$ cat config.mk
export PLATFORM = sky130hd
export DESIGN_NAME = pis_sequencer
export DESIGN_NICKNAME = d
export VERILOG_FILES = /design/src/design/pis_pkg.sv /design/src/design/pis_sequencer.sv
export SDC_FILE = /design/constraint.sdc
export NUM_CORES = 1
export LEC_CHECK = 0
export ABC_AREA = 1
export ABC_CLOCK_PERIOD_IN_PS = 1320
export BUFFER_PORTS_ARGS = -buffer_cell sky130_fd_sc_hd__buf_2
export CAP_MARGIN = 20
export CORE_ASPECT_RATIO = 0.9
export CORE_MARGIN = 4
export CORE_UTILIZATION = 43
export DETAILED_ROUTE_END_ITERATION = 10
export GPL_TIMING_DRIVEN = 0
export PLACE_DENSITY_LB_ADDON = 0.25
export SLEW_MARGIN = 10
export SYNTH_ARGS = -nofsm -noshare
export SYNTH_HDL_FRONTEND = slang
export SYNTH_SLANG_ARGS = --single-unit
$ cat constraint.sdc
create_clock -name clk_i -period 1.32 [get_ports clk_i]
set_input_delay 0.066 -clock clk_i [delete_from_list [all_inputs] [get_ports clk_i]]
set_output_delay 0.066 -clock clk_i [all_outputs]
set_load 0.1 [all_outputs]
$ cat src/design/pis_pkg.sv
package pis_pkg;
   // ****************************************************
   // Modes and constants
   // ****************************************************
   localparam logic TRIG_LEVEL = 1'b0;
   localparam logic TRIG_EDGE = 1'b1;
   localparam logic GRAN_BLOCK = 1'b0;
   localparam logic GRAN_OPER = 1'b1;
   localparam logic RST_PEND = 1'b0;
   localparam logic RST_FLAG = 1'b0;
   localparam int LINE_W_DEF = 4;

   typedef enum logic [1:0]
   {
      PIS_ST_IDLE = 2'b00,
      PIS_ST_HANDLER = 2'b01,
      PIS_ST_RESUME = 2'b10,
      PIS_ST_TIMED = 2'b11
   } pis_state_type;

   // Sequencer boundary and instruction events, one-cycle pulses; in_function_block is a held level
   typedef struct packed
   {
      logic block_boundary;
      logic oper_boundary;
      logic block_end_instruction;
      logic disable_interrupts_instruction;
      logic enable_interrupts_instruction;
      logic in_function_block;
   } pis_seq_ev_type;

   // Configuration from extended_config_block
   typedef struct packed
   {
      logic trigger_edge;
      logic oper_granularity;
      logic handler_loaded;
   } pis_cfg_type;
endpackage

$ cat src/design/pis_sequencer.sv
`timescale 1ns/10ps
`default_nettype none
module pis_sequencer
   import pis_pkg::*;
#(
   parameter int LINE_W = LINE_W_DEF
)
(
   input wire logic clk_i,
   input wire logic srst_i,
   input wire logic [LINE_W-1:0] irq_lines_i,
   input wire logic [$clog2(LINE_W)-1:0] slot_sel_i,
   input wire pis_pkg::pis_cfg_type cfg_i,
   input wire pis_pkg::pis_seq_ev_type ev_i,
   input wire logic interrupt_disable_service_i,
   input wire logic interrupt_defer_service_i,
   input wire logic time_req_i,
   input wire logic time_done_i,
   output logic call_handler_o,
   output logic call_time_o,
   output logic handler_active_o,
   output logic request_pending_o,
   output logic ints_disabled_o,
   output logic time_pending_o
);
   import pis_pkg::*;

   // ****************************************************
   // Line synchroniser and slot select
   // ****************************************************
   logic [LINE_W-1:0] sync1_q;
   logic [LINE_W-1:0] sync2_q;
   logic line_q;
   logic line_prev_q;
   logic rise;

   always_ff @(posedge clk_i)
   begin
      sync1_q <= irq_lines_i;
      sync2_q <= sync1_q;
   end

   always_ff @(posedge clk_i)
   begin
      if (srst_i)
      begin
         line_q <= 1'b0;
         line_prev_q <= 1'b0;
      end
      else
      begin
         line_q <= sync2_q[slot_sel_i];
         line_prev_q <= line_q;
      end
   end

   assign rise = line_q & ~line_prev_q;

   // ****************************************************
   // Insertion point
   // ****************************************************
   function automatic logic is_point(input pis_seq_ev_type e,
                                     input logic oper);
      is_point = e.block_boundary | (oper & e.oper_boundary);
   endfunction

   pis_state_type state_q;
   logic pend_q;
   logic dis_q;
   logic timed_pend_q;
   logic point;
   logic blocked;
   logic take;
   logic take_time;
   logic handler_end;
   logic armed_q;
   logic rst_hold_q;

   assign point = is_point(ev_i, cfg_i.oper_granularity);
   assign blocked = dis_q | interrupt_disable_service_i
                  | interrupt_defer_service_i;
   assign handler_end = (state_q == PIS_ST_HANDLER)
                      & ev_i.block_end_instruction;
   assign take = pend_q & point & ~blocked & cfg_i.handler_loaded
               & ((state_q == PIS_ST_IDLE) | (state_q == PIS_ST_TIMED));
   assign take_time = timed_pend_q & point & ~take
                    & (state_q == PIS_ST_IDLE);

   // ****************************************************
   // Disable/enable instructions
   // ****************************************************
   always_ff @(posedge clk_i)
   begin
      if (srst_i)
         dis_q <= RST_FLAG;
      else if (ev_i.in_function_block)
      begin
         if (ev_i.disable_interrupts_instruction)
            dis_q <= 1'b1;
         else if (ev_i.enable_interrupts_instruction)
            dis_q <= 1'b0;
      end
   end

   // ****************************************************
   // Request latch
   // ****************************************************
   // Armed: level line still active at handler end
   always_ff @(posedge clk_i)
   begin
      if (srst_i)
         armed_q <= RST_FLAG;
      else if (handler_end)
         armed_q <= (cfg_i.trigger_edge == TRIG_LEVEL) & line_q;
      else if (state_q != PIS_ST_HANDLER)
         armed_q <= 1'b0;
   end

   always_ff @(posedge clk_i)
   begin
      if (srst_i)
         pend_q <= RST_PEND;
      else if (!cfg_i.handler_loaded)
         pend_q <= 1'b0;
      else if (state_q == PIS_ST_HANDLER)
         pend_q <= 1'b0;
      else if (take)
         pend_q <= 1'b0;
      else if (armed_q)
         pend_q <= 1'b1;
      else if (cfg_i.trigger_edge == TRIG_EDGE)
      begin
         if (rise)
            pend_q <= 1'b1;
      end
      else if (rise | (line_q & (state_q == PIS_ST_IDLE) & ~rst_hold_q))
         pend_q <= 1'b1;
   end

   // After handler with line inactive, level needs a fresh rise
   always_ff @(posedge clk_i)
   begin
      if (srst_i)
         rst_hold_q <= RST_FLAG;
      else if (handler_end)
         rst_hold_q <= 1'b1;
      else if (!line_q)
         rst_hold_q <= 1'b0;
   end

   // ****************************************************
   // Execution level sequencing
   // ****************************************************
   logic timed_ret_q;

   always_ff @(posedge clk_i)
   begin
      if (srst_i)
      begin
         state_q <= PIS_ST_IDLE;
         timed_ret_q <= 1'b0;
      end
      else
      begin
         case (state_q)
            PIS_ST_IDLE:
            begin
               if (take)
               begin
                  state_q <= PIS_ST_HANDLER;
                  timed_ret_q <= 1'b0;
               end
               else if (take_time)
                  state_q <= PIS_ST_TIMED;
            end
            PIS_ST_TIMED:
            begin
               if (take)
               begin
                  state_q <= PIS_ST_HANDLER;
                  timed_ret_q <= 1'b1;
               end
               else if (time_done_i)
                  state_q <= PIS_ST_IDLE;
            end
            PIS_ST_HANDLER:
               if (ev_i.block_end_instruction)
                  state_q <= PIS_ST_RESUME;
            PIS_ST_RESUME:
               if (point)
                  state_q <= timed_ret_q ? PIS_ST_TIMED
                                         : PIS_ST_IDLE;
            default:
               state_q <= PIS_ST_IDLE;
         endcase
      end
   end

   always_ff @(posedge clk_i)
   begin
      if (srst_i)
         timed_pend_q <= RST_PEND;
      else if (time_req_i)
         timed_pend_q <= 1'b1;
      else if (take_time)
         timed_pend_q <= 1'b0;
   end

   // ****************************************************
   // Outputs
   // ****************************************************
   always_ff @(posedge clk_i)
   begin
      if (srst_i)
      begin
         call_handler_o <= 1'b0;
         call_time_o <= 1'b0;
      end
      else
      begin
         call_handler_o <= take;
         call_time_o <= take_time;
      end
   end

   assign handler_active_o = (state_q == PIS_ST_HANDLER);
   assign request_pending_o = pend_q;
   assign ints_disabled_o = dis_q;
   assign time_pending_o = timed_pend_q;

   // ****************************************************
   // Assertions
   // ****************************************************
   property p_no_take_in_handler;
      @(posedge clk_i) disable iff (srst_i)
      (state_q == PIS_ST_HANDLER) |-> !take;
   endproperty
   a_no_take_in_handler: assert property (p_no_take_in_handler)
      else $error("handler re-entered");

   property p_take_on_point;
      @(posedge clk_i) disable iff (srst_i)
      take |-> point;
   endproperty
   a_take_on_point: assert property (p_take_on_point)
      else $error("handler inserted off boundary");

   property p_call_follows_take;
      @(posedge clk_i) disable iff (srst_i)
      take |=> call_handler_o && state_q == PIS_ST_HANDLER;
   endproperty
   a_call_follows_take: assert property (p_call_follows_take)
      else $error("handler call missing");

   property p_disabled_blocks;
      @(posedge clk_i) disable iff (srst_i)
      dis_q |-> !take;
   endproperty
   a_disabled_blocks: assert property (p_disabled_blocks)
      else $error("call while disabled");

   property p_no_handler;
      @(posedge clk_i) disable iff (srst_i)
      !cfg_i.handler_loaded |-> !take;
   endproperty
   a_no_handler: assert property (p_no_handler)
      else $error("call without handler");

   property p_process_first;
      @(posedge clk_i) disable iff (srst_i)
      take |-> !take_time;
   endproperty
   a_process_first: assert property (p_process_first)
      else $error("time taken over process");

   property p_time_waits;
      @(posedge clk_i) disable iff (srst_i)
      (state_q != PIS_ST_IDLE) |-> !take_time;
   endproperty
   a_time_waits: assert property (p_time_waits)
      else $error("time started during handler");

   property p_resume_first;
      @(posedge clk_i) disable iff (srst_i)
      $rose(state_q == PIS_ST_RESUME) |-> !take;
   endproperty
   a_resume_first: assert property (p_resume_first)
      else $error("no resume boundary");

   property p_clear_on_entry;
      @(posedge clk_i) disable iff (srst_i)
      take |=> !pend_q;
   endproperty
   a_clear_on_entry: assert property (p_clear_on_entry)
      else $error("latch not cleared");

   c_take: cover property (@(posedge clk_i) take);
   c_preempt: cover property (@(posedge clk_i)
      state_q == PIS_ST_TIMED && take);
   c_time: cover property (@(posedge clk_i) take_time);
endmodule
`default_nettype wire

==> summary.txt <==
Clocking
  – Number of H-tree levels: 1
  – Num Clock Sinks: 20
  – Clock latency on the worst-skew pair: 0.30 ns
  – Maximum buffer depth of the clock tree: 2
  – TritonCTS buffer count: 3
  – Clock input transition at the sequential cells of the worst setup and hold paths: 0.11 ns
  – CTS tree: done
  – Root cell of the clock tree: clkbuf_4

Finish
  – Number of nets in the final layout: 172
  – Fraction of final layout cells sized beyond drive strength 1: 0.452
  – Area of combinational cells with multiple inputs: 443 µm²
  – FILL cells: 124
  – Sequential cell area: 414 µm²
  – Summed area of non-filler cells in the final layout: 0.00127 mm²
  – Signed area change from the synthesized netlist to the final layout: 55.8%
  – Final Util: 0.735
  – Diode count: 0

STA
  – Final WS setup: -0.0500 ns
  – Number of slew-limit violations in the final report: 0
  – Crit path time final: 1.37 ns
  – RSZ-0062 raised after global routing: yes
  – Total setup violations reported at the end of the flow: 2
  – Worst clock skew: 0.00376 ns
  – Slew at the pin with the worst max-slew slack: 0.492 ns
  – Share of the clock period used by the worst path after layout: 1.04
  – Endpoints failing hold: 0
  – Worst slew margin relative to its limit: 0.675
  – Max Clk Rate: 0.730 GHz

Logic synthesis
  – Share of synthesized cell area in and, or, nand and nor gates: 0.272
  – Syn Nets: 127
  – Post-Syn Area per Cell: 8.02 µm²
  – Combined area of all synthesized cells: 818 µm²
  – Flip-flop and latch count after synthesis: 20
  – Count of unique library cells instantiated by Yosys: 20
  – Combinational family with the most area after synthesis: simple AND/OR/NAND/NOR gates
  – Mux contribution to synthesized area: 0
  – Adder-Cell Fraction of Synth Area: 0.0612
  – Post-synthesis cell count: 102
  – Fraction of the mapped netlist area in compound gates: 0.0902
  – Post-synthesis xor/xnor area fraction: 0
  – Sequential-to-total area share from yosys stat: 0.489
  – Warning count from the yosys run: 0

Detailed routing
  – DR pass1 iterations: 4
  – Violation count after the first detailed-route iteration: 12
  – Final wirelength: 2.03 mm
  – Per-cell routed wire length: 11.9 µm
  – Remaining design rule violation count: 0
  – Number of vias per cell after detailed routing: 4.74
  – Number of nets with antenna violations after routing: 0
  – Via count of the routed design: 806

Floorplan
  – Initial standard-cell utilization of the core: 0.472
  – Total I/O pin count: 27
  – Die outline height: 49.4 µm
  – Placement Rows: 14
  – Die Width: 54.0 µm
  – Placeable core area: 0.00173 mm²
  – Die ar.: 0.00267 mm²

Global route
  – Total global routing track utilization: 0.156
  – Overflow left after global routing: 0
  – Vias in the first global route: 771
  – Global-route wire length before repair: 3.03 mm
  – Initial antenna violation count: 0
  – Maximum number of pins on one net before global-route repair: 13

Worst setup path
  – Data arrival at the endpoint of the critical path: 1.60 ns
  – Crit path max fanout: 6
  – Endpoint required time on the critical path: 1.55 ns
  – Crit path capture type: flip-flop
  – WS Path Type: flip-flop to flip-flop
  – Sort of element at the start of the critical path: flip-flop

Power and ir drop
  – Logic pwr share: 0.508
  – Switching power summed over all nets: 0.967 mW
  – Sw frac: 0.396
  – Int Power: 1.48 mW
  – Share of total power in sequential cells: 0.291
  – Fraction of power consumed by the clock network: 0.201
  – Largest voltage drop on the vdd net: 0.00151 V
  – Static leakage power: 0.588 nW
  – Power density over the cells: 1920 mW/mm²

Hold path
  – Class of the tightest hold or removal check: input port to flip-flop

Placement
  – Area of placed instances: 0.00101 mm²
  – Routability congestion estimate: 0.870
  – IO Port Bufs: 25
  – DP Wirelength: 1.28 mm

Status
  – Result of the run: finished with violations
  – Violated checks: setup timing

Run
  – Number of maximum-capacitance constraint violations: 0
-- flip-flops by register name (all words and copies together), names as in the netlist --
signal / cells
armed_q: 1
call_handler_o: 1
call_time_o: 1
ints_disabled_o: 1
line_prev_q: 1
line_q: 1
request_pending_o: 1
rst_hold_q: 1
state_q: 2
sync1_q: 4
sync2_q: 4
time_pending_o: 1
timed_ret_q: 1
-- layer usage --
layer / wire [µm] / global-route usage / share of wire
met5: 0 / 0 / 0
met4: 29 / 0.0705 / 0.014
met3: 177 / 0.0367 / 0.087
met2: 938 / 0.260 / 0.46
met1: 881 / 0.182 / 0.43
-- final timing paths --
path / startpoint / endpoint / slack [ns] / cells past startpoint
hold reg to reg: sync1_q[1] / sync2_q[1] / 0.34 / 0
setup reg to reg: state_q[1] / state_q[1] / -0.05 / 9
setup / recovery: state_q[1] / state_q[1] / -0.05 / 9
hold / removal: cfg_i[0] / request_pending_o / 0.007 / 3
-- per-stage QoR --
stage | hold slack, ns | instances | power (mW) | setup slack (ns) | TNS (ns)
2_1_floorplan | 0.0937 | 102 | 1.38 | -0.0336 | -0.0672
3_3_place_gp | 0.168 | 151 | 1.49 | -0.0944 | -0.167
3_5_place_dp | 0.170 | 151 | 1.51 | -0.117 | -0.209
4_1_cts | 0.00313 | 166 | 2.12 | -0.00946 | -0.00946
5_1_grt | 0.0109 | 170 | 2.57 | -0.154 | -0.290
6_report | 0.00685 | 170 | 2.45 | -0.0500 | -0.0977
-- layout make-up --
class / count / share of cell area
Buffer: 1 / 0.00294
Inverter: 18 / 0.0569
Tap cell: 24 / 0.0236
Timing Repair Buffer: 40 / 0.203
Multi-Input combinational cell: 63 / 0.347
Clock inverter: 1 / 0.0236
Clock buffer: 3 / 0.0177
Sequential cell: 20 / 0.325
-- Yosys cell counts --
cell type | instances | share of area
dfxtp_1 | 20 | 0.49
inv_1 | 18 | 0.083
nand2_1 | 16 | 0.073
nor2_1 | 13 | 0.060
a21oi_1 | 8 | 0.049
nand3_1 | 5 | 0.031
ha_1 | 4 | 0.061
nand4_1 | 3 | 0.023
nand2_2 | 2 | 0.015
nor2_2 | 2 | 0.015
o21ai_0 | 2 | 0.012
a32o_1 | 1 | 0.012
clkbuf_1 | 1 | 0.0046
nand2_4 | 1 | 0.014
nand3_2 | 1 | 0.012
nand3b_1 | 1 | 0.0092
nor2_4 | 1 | 0.014
nor3_1 | 1 | 0.0061
o21a_1 | 1 | 0.0092
o22ai_1 | 1 | 0.0077
-- power groups by stage --
stage	sequential, mW	combinational [mW]	clock, mW
after floorplan	0.801	0.574	0
after global placement	0.731	0.754	0
after detailed placement	0.734	0.772	0
after CTS	0.708	0.917	0.500
after global routing	0.722	1.32	0.531
final	0.712	1.24	0.492
-- timing repair --
item	CTS	global route
resized for setup	5	16
buffers inserted	5	4
pin swaps	1	9
hold buffers	6	0
endpoints found under the hold margin	6	0
setup endpoints to repair	4	5
-- worst max-delay path, stage by stage (launching register included) --
cell,delay [ns]
dfxtp_2,0.37
inv_2,0.07
ha_4,0.27
inv_4,0.05
nand2_8,0.08
nand3_4,0.08
buf_4,0.14
nand3_2,0.07
nand2_1,0.05
nor2_1,0.12
-- kinds of logic after synthesis --
group                    Yosys count
flip-flops                        20
AO/OA/AOI/OAI                     13
adder cells (fa/ha/maj)            4
AND/OR/NAND/NOR                   46
buffers and inverters             19
-- cell usage in the layout, fill, tap and decap left out, types with 3 or more instances in the layout --
cell type      count
clkbuf_4           3
dlygate4sd3_1      6
nor2_4             3
dfxtp_1           15
a21oi_1            5
nor2_2             3
inv_2              4
buf_2             24
nor2_1            10
dfxtp_4            3
inv_1             12
nand3_1            4
nand2_1           16
buf_4              9
nand4_1            3
Note: power is estimated with default switching activity, not from simulation.
